[config.mk]
export PLATFORM = sky130hd
export DESIGN_NAME = adcsq_top
export DESIGN_NICKNAME = d
export VERILOG_FILES = /design/src/logic/adcsq_pkg.sv /design/src/logic/adcsq_top.sv
export VERILOG_INCLUDE_DIRS = /design/src /design/src/logic
export SDC_FILE = /design/constraint.sdc
export NUM_CORES = 2
export LEC_CHECK = 0
export ABC_AREA = 0
export BUFFER_PORTS_ARGS = -buffer_cell sky130_fd_sc_hd__buf_2
export CORE_UTILIZATION = 50
export CTS_CLUSTER_DIAMETER = 80
export DETAILED_ROUTE_END_ITERATION = 8
export GPL_TIMING_DRIVEN = 0
export PLACE_DENSITY = 0.67
export SLEW_MARGIN = 15
export SYNTH_ARGS = -nofsm -noshare
export SYNTH_HDL_FRONTEND = slang
export SYNTH_SLANG_ARGS = --single-unit
[constraint.sdc]
create_clock -name clk -period 49.9 [get_ports clk]
set_clock_uncertainty 0.2 [all_clocks]
set_input_delay 2.495 -clock clk [delete_from_list [all_inputs] [get_ports clk]]
set_output_delay 2.495 -clock clk [all_outputs]
set_load 0.05 [all_outputs]
[src/logic/adcsq_defines.svh]
// register offsets, field positions, reset values and timing counts of the sequencer block
// How it works
// - four sequencers, depths eight four four one
// - fifo word 32 bits, result low ten
// - each step: input nibble plus control nibble
// - starts only when enabled, configurable while off
// - same input may repeat within sequence
// - raw interrupt after each enabled step
// - end marker stops sequence after that step
// - circular fifo, each read pops oldest
// - status shows pointers, full and empty
// - overflow and underflow recorded per sequencer
// - control runs on divided 16.667 MHz tick
// - masked status is raw and gate
// - write one clears interrupt, zero ignored
// - concurrent triggers served by priority value
// - trigger source selected per sequencer
// - software initiate bit starts selected sequencer
// - one averager accumulates up to 64
// - averaging off after reset, same for all
// - loopback mode feeds digital data back
// - reset priority zero highest three lowest
`ifndef ADCSQ_DEFINES_SVH
`define ADCSQ_DEFINES_SVH
`define ADCSQ_OFF_ACTIVE 12'h000
`define ADCSQ_OFF_RAW 12'h004
`define ADCSQ_OFF_GATE 12'h008
`define ADCSQ_OFF_CLEAR 12'h00c
`define ADCSQ_OFF_OVF 12'h010
`define ADCSQ_OFF_TRIG 12'h014
`define ADCSQ_OFF_UNF 12'h018
`define ADCSQ_OFF_PRI 12'h020
`define ADCSQ_OFF_INIT 12'h028
`define ADCSQ_OFF_AVG 12'h030
`define ADCSQ_OFF_LOOP 12'h100
`define ADCSQ_BANK0 3'h2
`define ADCSQ_BANK3 3'h5
`define ADCSQ_REG_MUX 2'h0
`define ADCSQ_REG_CTL 2'h1
`define ADCSQ_REG_POP 2'h2
`define ADCSQ_REG_STAT 2'h3
`define ADCSQ_PRI_RESET 16'h3210
`define ADCSQ_PRI_MASK 16'h3333
`define ADCSQ_CTL3_RESET 32'h0000_0002
`define ADCSQ_CTL_DIFF 0
`define ADCSQ_CTL_END 1
`define ADCSQ_CTL_IE 2
`define ADCSQ_CTL_TEMP 3
`define ADCSQ_FS_EMPTY 8
`define ADCSQ_FS_FULL 12
`define ADCSQ_TRIG_SW 4'h0
`define ADCSQ_TRIG_ALWAYS 4'hf
`define ADCSQ_TRIG_EXT_N 4'h4
`define ADCSQ_AVG_MAX 3'h6
`define ADCSQ_DEPTH0 4'h8
`define ADCSQ_DEPTH1 4'h4
`define ADCSQ_DEPTH2 4'h4
`define ADCSQ_DEPTH3 4'h1
`define ADCSQ_SYS_KHZ 100000
`define ADCSQ_ADC_KHZ 16667
`define ADCSQ_DIV ((`ADCSQ_SYS_KHZ + `ADCSQ_ADC_KHZ / 2) / `ADCSQ_ADC_KHZ)
`endif

[src/logic/adcsq_pkg.sv]
// types shared by the sequencer block
package adcsq_pkg;
    typedef enum logic [1:0] {
        ST_IDLE = 2'b00,
        ST_START = 2'b01,
        ST_WAIT = 2'b11,
        ST_STORE = 2'b10
    } adcsq_fsm_t;
    typedef struct packed {
        logic start;
        logic [3:0] pin;
        logic diff;
        logic temp;
    } adcsq_conv_t;
    typedef struct packed {
        adcsq_fsm_t fsm;
        logic [2:0] divCnt;
        logic tick;
        logic [3:0] active, ris, im, ostat, ustat, pend;
        logic [15:0] emux, pri;
        logic [2:0] sac;
        logic loop;
        logic [3:0][31:0] mux, ctl;
        logic [3:0][2:0] head, tail;
        logic [3:0][3:0] count;
        logic [3:0][7:0][9:0] mem;
        logic [1:0] cur;
        logic [2:0] step;
        logic [6:0] avgCnt;
        logic [15:0] acc;
        adcsq_conv_t conv;
        logic [31:0] prdata;
        logic pready, pslverr, irq;
    } adcsq_state_t;
endpackage : adcsq_pkg

[src/logic/adcsq_top.sv]
// sample sequencer control with apb registers and result fifos
`timescale 1ns/1ns
`include "adcsq_defines.svh"
module adcsq_top (
    input wire logic clk,
    input wire logic reset,
    input wire logic psel,
    input wire logic penable,
    input wire logic pwrite,
    input wire logic [11:0] paddr,
    input wire logic [31:0] pwdata,
    output logic [31:0] prdata,
    output logic pready,
    output logic pslverr,
    output logic irqOut,
    input wire logic [3:0] extTrigger,
    output adcsq_pkg::adcsq_conv_t convReq,
    input wire logic convDone,
    input wire logic [9:0] convData
);
    localparam logic [3:0] DEPTH [4] = '{`ADCSQ_DEPTH0, `ADCSQ_DEPTH1, `ADCSQ_DEPTH2, `ADCSQ_DEPTH3};
    localparam logic [2:0] DIV_LAST = 3'(`ADCSQ_DIV - 1);

    adcsq_pkg::adcsq_state_t st_ff;
    adcsq_pkg::adcsq_state_t nxt_st;

    logic setup, wrEn, rdEn, bankHit, found;
    logic [1:0] bank, regSel, best;
    logic [3:0] code, curCtl, bestPri;
    logic [6:0] avgLast;
    logic [9:0] sample;
    logic [15:0] sum;

    // ************************************************************
    // bus decode
    // ************************************************************
    assign bank = 2'(paddr[7:5] - `ADCSQ_BANK0);
    assign regSel = paddr[3:2];
    assign bankHit = (paddr[11:8] == 4'h0) && (paddr[7:5] >= `ADCSQ_BANK0)
        && (paddr[7:5] <= `ADCSQ_BANK3) && (paddr[4] == 1'b0);
    assign setup = psel & ~penable;
    assign wrEn = psel & penable & st_ff.pready & pwrite;
    assign rdEn = psel & penable & st_ff.pready & ~pwrite;
    assign curCtl = st_ff.ctl[st_ff.cur][{st_ff.step, 2'b00} +: 4];

    // ************************************************************
    // next state
    // ************************************************************
    always_comb begin
        nxt_st = st_ff;
        nxt_st.conv.start = 1'b0;
        nxt_st.pready = setup;
        nxt_st.pslverr = 1'b0;
        found = 1'b0;
        best = 2'h0;
        bestPri = 4'hf;
        code = 4'h0;
        sample = 10'h000;
        sum = 16'h0000;
        avgLast = 7'(7'h01 << st_ff.sac) - 7'h01;

        // adc rate enable
        nxt_st.tick = 1'b0;
        if (st_ff.divCnt == DIV_LAST) begin
            nxt_st.divCnt = 3'h0;
            nxt_st.tick = 1'b1;
        end else begin
            nxt_st.divCnt = st_ff.divCnt + 3'h1;
        end

        // read data is fetched in the setup cycle
        if (setup) begin
            nxt_st.prdata = 32'h0000_0000;
            case (paddr)
                `ADCSQ_OFF_ACTIVE: nxt_st.prdata[3:0] = st_ff.active;
                `ADCSQ_OFF_RAW: nxt_st.prdata[3:0] = st_ff.ris;
                `ADCSQ_OFF_GATE: nxt_st.prdata[3:0] = st_ff.im;
                `ADCSQ_OFF_CLEAR: nxt_st.prdata[3:0] = st_ff.ris & st_ff.im;
                `ADCSQ_OFF_OVF: nxt_st.prdata[3:0] = st_ff.ostat;
                `ADCSQ_OFF_TRIG: nxt_st.prdata[15:0] = st_ff.emux;
                `ADCSQ_OFF_UNF: nxt_st.prdata[3:0] = st_ff.ustat;
                `ADCSQ_OFF_PRI: nxt_st.prdata[15:0] = st_ff.pri;
                `ADCSQ_OFF_INIT: nxt_st.prdata = 32'h0000_0000;
                `ADCSQ_OFF_AVG: nxt_st.prdata[2:0] = st_ff.sac;
                `ADCSQ_OFF_LOOP: nxt_st.prdata[0] = st_ff.loop;
                default: begin
                    if (bankHit) begin
                        case (regSel)
                            `ADCSQ_REG_MUX: nxt_st.prdata = st_ff.mux[bank];
                            `ADCSQ_REG_CTL: nxt_st.prdata = st_ff.ctl[bank];
                            `ADCSQ_REG_POP: begin
                                if (st_ff.count[bank] != 4'h0) begin
                                    nxt_st.prdata[9:0] = st_ff.mem[bank][st_ff.tail[bank]];
                                end
                            end
                            default: begin
                                nxt_st.prdata[3:0] = {1'b0, st_ff.tail[bank]};
                                nxt_st.prdata[7:4] = {1'b0, st_ff.head[bank]};
                                nxt_st.prdata[`ADCSQ_FS_EMPTY] = (st_ff.count[bank] == 4'h0);
                                nxt_st.prdata[`ADCSQ_FS_FULL] = (st_ff.count[bank] == DEPTH[bank]);
                            end
                        endcase
                    end else begin
                        nxt_st.pslverr = 1'b1;
                    end
                end
            endcase
        end

        // register writes at the access edge
        if (wrEn) begin
            case (paddr)
                `ADCSQ_OFF_ACTIVE: nxt_st.active = pwdata[3:0];
                `ADCSQ_OFF_GATE: nxt_st.im = pwdata[3:0];
                `ADCSQ_OFF_CLEAR: nxt_st.ris = st_ff.ris & ~pwdata[3:0];
                `ADCSQ_OFF_OVF: nxt_st.ostat = st_ff.ostat & ~pwdata[3:0];
                `ADCSQ_OFF_UNF: nxt_st.ustat = st_ff.ustat & ~pwdata[3:0];
                `ADCSQ_OFF_TRIG: nxt_st.emux = pwdata[15:0];
                `ADCSQ_OFF_PRI: nxt_st.pri = pwdata[15:0] & `ADCSQ_PRI_MASK;
                `ADCSQ_OFF_AVG: begin
                    if (pwdata[2:0] > `ADCSQ_AVG_MAX) begin
                        nxt_st.sac = `ADCSQ_AVG_MAX;
                    end else begin
                        nxt_st.sac = pwdata[2:0];
                    end
                end
                `ADCSQ_OFF_LOOP: nxt_st.loop = pwdata[0];
                default: begin
                    if (bankHit && regSel == `ADCSQ_REG_MUX) begin
                        nxt_st.mux[bank] = pwdata;
                    end
                    if (bankHit && regSel == `ADCSQ_REG_CTL) begin
                        nxt_st.ctl[bank] = pwdata;
                    end
                end
            endcase
        end

        // sequencing engine
        case (st_ff.fsm)
            adcsq_pkg::ST_IDLE: begin
                for (int i = 3; i >= 0; i--) begin
                    if (st_ff.pend[i] && st_ff.active[i] && (!found || {2'b00, st_ff.pri[i * 4 +: 2]} <= bestPri)) begin
                        found = 1'b1;
                        best = 2'(i);
                        bestPri = {2'b00, st_ff.pri[i * 4 +: 2]};
                    end
                end
                if (st_ff.tick && found) begin
                    nxt_st.cur = best;
                    nxt_st.step = 3'h0;
                    nxt_st.avgCnt = 7'h00;
                    nxt_st.acc = 16'h0000;
                    nxt_st.fsm = adcsq_pkg::ST_START;
                end
            end
            adcsq_pkg::ST_START: begin
                if (st_ff.tick) begin
                    nxt_st.conv.start = ~st_ff.loop;
                    nxt_st.conv.pin = st_ff.mux[st_ff.cur][{st_ff.step, 2'b00} +: 4];
                    nxt_st.conv.diff = curCtl[`ADCSQ_CTL_DIFF];
                    nxt_st.conv.temp = curCtl[`ADCSQ_CTL_TEMP];
                    nxt_st.fsm = adcsq_pkg::ST_WAIT;
                end
            end
            adcsq_pkg::ST_WAIT: begin
                if (st_ff.loop) begin
                    sample = {st_ff.cur, st_ff.step, st_ff.avgCnt[4:0]};
                end else begin
                    sample = convData;
                end
                if (st_ff.loop ? st_ff.tick : convDone) begin
                    sum = st_ff.acc + {6'h00, sample};
                    nxt_st.acc = sum;
                    if (st_ff.avgCnt == avgLast) begin
                        nxt_st.fsm = adcsq_pkg::ST_STORE;
                    end else begin
                        nxt_st.avgCnt = st_ff.avgCnt + 7'h01;
                        nxt_st.fsm = adcsq_pkg::ST_START;
                    end
                end
            end
            adcsq_pkg::ST_STORE: begin
                if (st_ff.count[st_ff.cur] == DEPTH[st_ff.cur]) begin
                    nxt_st.ostat[st_ff.cur] = 1'b1;
                end else begin
                    nxt_st.mem[st_ff.cur][st_ff.head[st_ff.cur]] = 10'(st_ff.acc >> st_ff.sac);
                    nxt_st.count[st_ff.cur] = st_ff.count[st_ff.cur] + 4'h1;
                    if ({1'b0, st_ff.head[st_ff.cur]} == DEPTH[st_ff.cur] - 4'h1) begin
                        nxt_st.head[st_ff.cur] = 3'h0;
                    end else begin
                        nxt_st.head[st_ff.cur] = st_ff.head[st_ff.cur] + 3'h1;
                    end
                end
                if (curCtl[`ADCSQ_CTL_IE]) begin
                    nxt_st.ris[st_ff.cur] = 1'b1;
                end
                if (curCtl[`ADCSQ_CTL_END] || {1'b0, st_ff.step} == DEPTH[st_ff.cur] - 4'h1) begin
                    nxt_st.pend[st_ff.cur] = 1'b0;
                    nxt_st.fsm = adcsq_pkg::ST_IDLE;
                end else begin
                    nxt_st.step = st_ff.step + 3'h1;
                    nxt_st.avgCnt = 7'h00;
                    nxt_st.acc = 16'h0000;
                    nxt_st.fsm = adcsq_pkg::ST_START;
                end
            end
            default: nxt_st.fsm = adcsq_pkg::ST_IDLE;
        endcase

        // pop of a result word at the access edge
        if (rdEn && bankHit && regSel == `ADCSQ_REG_POP) begin
            if (st_ff.count[bank] == 4'h0) begin
                nxt_st.ustat[bank] = 1'b1;
            end else begin
                nxt_st.count[bank] = nxt_st.count[bank] - 4'h1;
                if ({1'b0, st_ff.tail[bank]} == DEPTH[bank] - 4'h1) begin
                    nxt_st.tail[bank] = 3'h0;
                end else begin
                    nxt_st.tail[bank] = st_ff.tail[bank] + 3'h1;
                end
            end
        end

        // trigger capture, set wins over completion
        for (int i = 0; i < 4; i++) begin
            code = st_ff.emux[i * 4 +: 4];
            if (st_ff.active[i] && ((code == `ADCSQ_TRIG_ALWAYS)
                || (code == `ADCSQ_TRIG_SW && wrEn && paddr == `ADCSQ_OFF_INIT && pwdata[i])
                || (code != `ADCSQ_TRIG_SW && code <= `ADCSQ_TRIG_EXT_N && extTrigger[2'(code - 4'h1)]))) begin
                nxt_st.pend[i] = 1'b1;
            end
            if (!nxt_st.active[i]) begin
                nxt_st.pend[i] = 1'b0;
            end
        end
        nxt_st.irq = |(nxt_st.ris & nxt_st.im);
    end

    // ************************************************************
    // state register
    // ************************************************************
    always_ff @(posedge clk or posedge reset) begin
        if (reset) begin
            st_ff <= '0;
            st_ff.pri <= `ADCSQ_PRI_RESET;
            st_ff.ctl[3] <= `ADCSQ_CTL3_RESET;
        end else begin
            st_ff <= nxt_st;
        end
    end

    assign prdata = st_ff.prdata;
    assign pready = st_ff.pready;
    assign pslverr = st_ff.pslverr;
    assign irqOut = st_ff.irq;
    assign convReq = st_ff.conv;
endmodule : adcsq_top

==> metrics.txt <==
maxcap violations=0; final worst-path cycle share=0.1526; dpl cells=4266; switching power=0.4924 mW; Async S/R FF share, synth=1.000; Place WS=41830 ps; Clk Latency, worst-skew pair=650 ps; Initial Util=0.5072; Setup TNS=0 ps; CP max-delay cell=nor3_1; share of post-route cells with drive strength above 1=0.2702; Post-Syn Area per Cell=11.89 sq um; Sink Count=744; LEAKAGE=roughly 19 nW; number of buffers created by CTS=81; placed cell area=roughly 40000 sq um; Critical Path, Cell by Cell=buf_2 -> buf_2 -> buf_2 -> buf_2 -> buf_2 -> inv_1 -> ha_1 -> clkbuf_1 -> nand2b_1 -> o32ai_1 -> nor4_1 -> nand2_1 -> nor3_1 -> nand2_1 -> buf_1 -> mux2_2; worst setup margin=roughly 42000 ps; first-pass GRT wire length=179800 um; Final Hold Fails=0; Final Cell Area=about 43000 sq um; Post-synth top flop=dfrtp_1; Post-synth EDFFs=0; final setup fails=0; area of the die=77010 sq um; outcome=complete, no violations; worst path required time=50210 ps; Crit path largest cell delay=between 600 and 700 ps; Fin Hold WS=277.3 ps; synthesis-stage register bit count=744; drt wl/cell=27.25 um; Syn-to-layout area delta=12.27%; Max Clock Freq=between 100 and 150 MHz; syn_nets=3297; sequential power share=0.413; Initial DRC Count=roughly 3400; Buf+Inv Stages, Crit Path=8; GP Congestion=0.9663; Die Wd=277.5 um; Post-Route WL=120200 um; post-synthesis cell area=37950 sq um; vias in the first global route=roughly 27000; via count=between 20000 and 30000; post-cts repair resize count=0; CTS tree=yes; post-route ant nets=0; commonest cells after routing, fill and taps aside=dfrtp_1, nand2_1, o21ai_0; htree depth=3; critical path arrival=7920 ps; antenna violations before repair=2; Max-Slew Margin vs Limit=0.09300; GRT Total Usage=0.3156; port bufs=99; combinational share of power=0.187; pwr dens=36.58 nW/um^2; nets=about 3500; drt pass-1 iters=6; most common cell after layout, fill and taps aside=dfrtp_1; Min Clock Period, post-route=7615 ps; fillers=6309; gr ovfl total=0; utilization after layout=0.5695; Root Buffer=clkbuf_16; Avg Vias per Cell=6.352; internal power=1.066 mW; largest net degree at the start of global routing=108; Worst Tran Pin Value=1360 ps; sequential share of the synthesized area=0.4907; min-delay worst type=reg2reg; Final Total Pwr=1.559 mW; Max Slew Vio Count=0; io pins=106; detailed-placement wirelength estimate=85400 um; maximum clock insertion buffer count=3; Core Footprint=74820 sq um; sw frac=0.3159; clock power share=0.399; DRC Markers=0; non-filler cells, final=4412; Synth cell types=78; Setup CP Type=in2reg; CP delay by family, top=buffers and inverters; most frequent CP cell=buf_2; Die Ht=277.5 um; clock transition at the registers of the reported paths=60 ps; RSZ-0062 raised after global routing=false; CTS Hold Buffers Added=0; site row count=100; startpoint types=input pin; worst-path fanout max=10; cell count after synthesis=roughly 3200; Synthesis Warnings=0; crit path capture type=register; Worst VDD drop=0.02545 mV; postcts setup bufs=0
==> flip-flops by register name, summed over array words and instances, names as in the netlist <==
| name | count |
|---|---|
| st_ff | 698 |
| pready | 1 |
| pslverr | 1 |
| irqOut | 1 |
| prdata | 32 |
| convReq | 7 |
| code | 4 |
==> metal layers <==
metal,vias up,GRT usage,routed length (um)
met3,270,0.05298,10180
met4,2,0.1533,6080
met2,1400,0.4813,54900
li1,11950,-,-
met1,14400,0.4410,49040
met5,-,0,11
==> area by class of cell <==
cell class | count | area [sq um] | share of cell area
well taps | 969 | 1212 | 0.02845
multi-input cells | 2111 | 17810 | 0.4180
plain buffers | 286 | 1334 | 0.03130
clock buffers | 115 | 2399 | 0.05629
flip-flops and latches | 744 | 18620 | 0.4371
clock inverters | 30 | 342.8 | 0.008046
diodes | 1 | 2.502 | 0.00005873
repair buffers | 106 | 688.2 | 0.01615
inverters | 50 | 195.2 | 0.004581
==> worst reg2reg max path, cell delays in order (launching register included) <==
cell and delay [ps]:
dfrtp_1 450, buf_4 290, buf_2 460, buf_1 500, buf_1 1060, inv_1 260
ha_1 430, xnor2_4 210, a41oi_2 590, clkbuf_1 770, o21ai_1 180, o22ai_1 330
ha_1 230, xor2_1 330, mux2i_1 140
==> worst paths after layout <==
| path | start | end | slack, ps | cells after the start |
|---|---|---|---|---|
| hold reg to reg | st_ff[218]$_DFFE_PP0P_ | st_ff[218]$_DFFE_PP0P_ | 280 | 2 |
| min in group asynchronous | reset | st_ff[154]$_DFFE_PP0P_ | 1740 | 2 |
| max in group asynchronous | reset | st_ff[601]$_DFFE_PP0P_ | 46210 | 4 |
| setup / recovery | paddr[6] | st_ff[683]$_DFFE_PP0P_ | 42280 | 16 |
| setup reg to reg | st_ff[69]$_DFFE_PP0P_ | st_ff[396]$_DFF_PP0_ | 43350 | 14 |
| hold / removal | st_ff[218]$_DFFE_PP0P_ | st_ff[218]$_DFFE_PP0P_ | 280 | 2 |
==> kinds of logic after synthesis <==
group	synth area share
simple gates	0.07942
fa+ha+maj	0.01404
flops	0.4907
mux	0.2718
compound gates	0.09544
xor+xnor	0.008637
buf+inv	0.03999
==> power groups by stage <==
stage	logic, mW	registers [mW]	clock network, mW
after CTS	0.285	0.643	0.627
final	0.292	0.644	0.623
after floorplan	0.174	0.649	0
after detailed placement	0.284	0.654	0
after global routing	0.309	0.647	0.649
after global placement	0.278	0.655	0
==> Yosys cell counts, types with 4 or more instances <==
library cell | number | area, sq um
dfrtp_1 | 739 | 18490
nand2_1 | 489 | 1836
o21ai_0 | 365 | 1827
mux2_2 | 310 | 3491
mux4_2 | 246 | 5540
clkbuf_1 | 157 | 589.3
nor2_1 | 123 | 461.7
mux2i_1 | 121 | 1211
a21oi_1 | 109 | 545.5
buf_2 | 57 | 285.3
buf_4 | 43 | 322.8
inv_1 | 43 | 161.4
ha_1 | 41 | 513.0
nand3_1 | 28 | 140.1
o31ai_1 | 28 | 210.2
buf_1 | 27 | 101.4
a211oi_1 | 17 | 127.6
nor3_1 | 17 | 85.08
xnor2_1 | 17 | 148.9
a31oi_1 | 13 | 81.33
nand2b_1 | 12 | 75.07
nor2b_1 | 12 | 75.07
o21ai_1 | 11 | 55.05
xor2_1 | 11 | 96.34
o22ai_1 | 9 | 56.30
or3_1 | 9 | 56.30
and2_1 | 6 | 37.54
and3_1 | 6 | 37.54
o211ai_1 | 6 | 45.04
a222oi_1 | 5 | 50.05
dfstp_2 | 5 | 131.4
inv_2 | 5 | 18.77
nand4_1 | 5 | 31.28
o211a_1 | 5 | 50.05
o311ai_0 | 5 | 43.79
or4_1 | 5 | 37.54
a21boi_1 | 4 | 30.03
a22o_1 | 4 | 35.03
a2bb2oi_1 | 4 | 35.03
a32o_1 | 4 | 40.04
mux2_1 | 4 | 45.04
nand3b_1 | 4 | 30.03
nor3_2 | 4 | 40.04
Note: power is estimated with default switching activity, not from simulation.
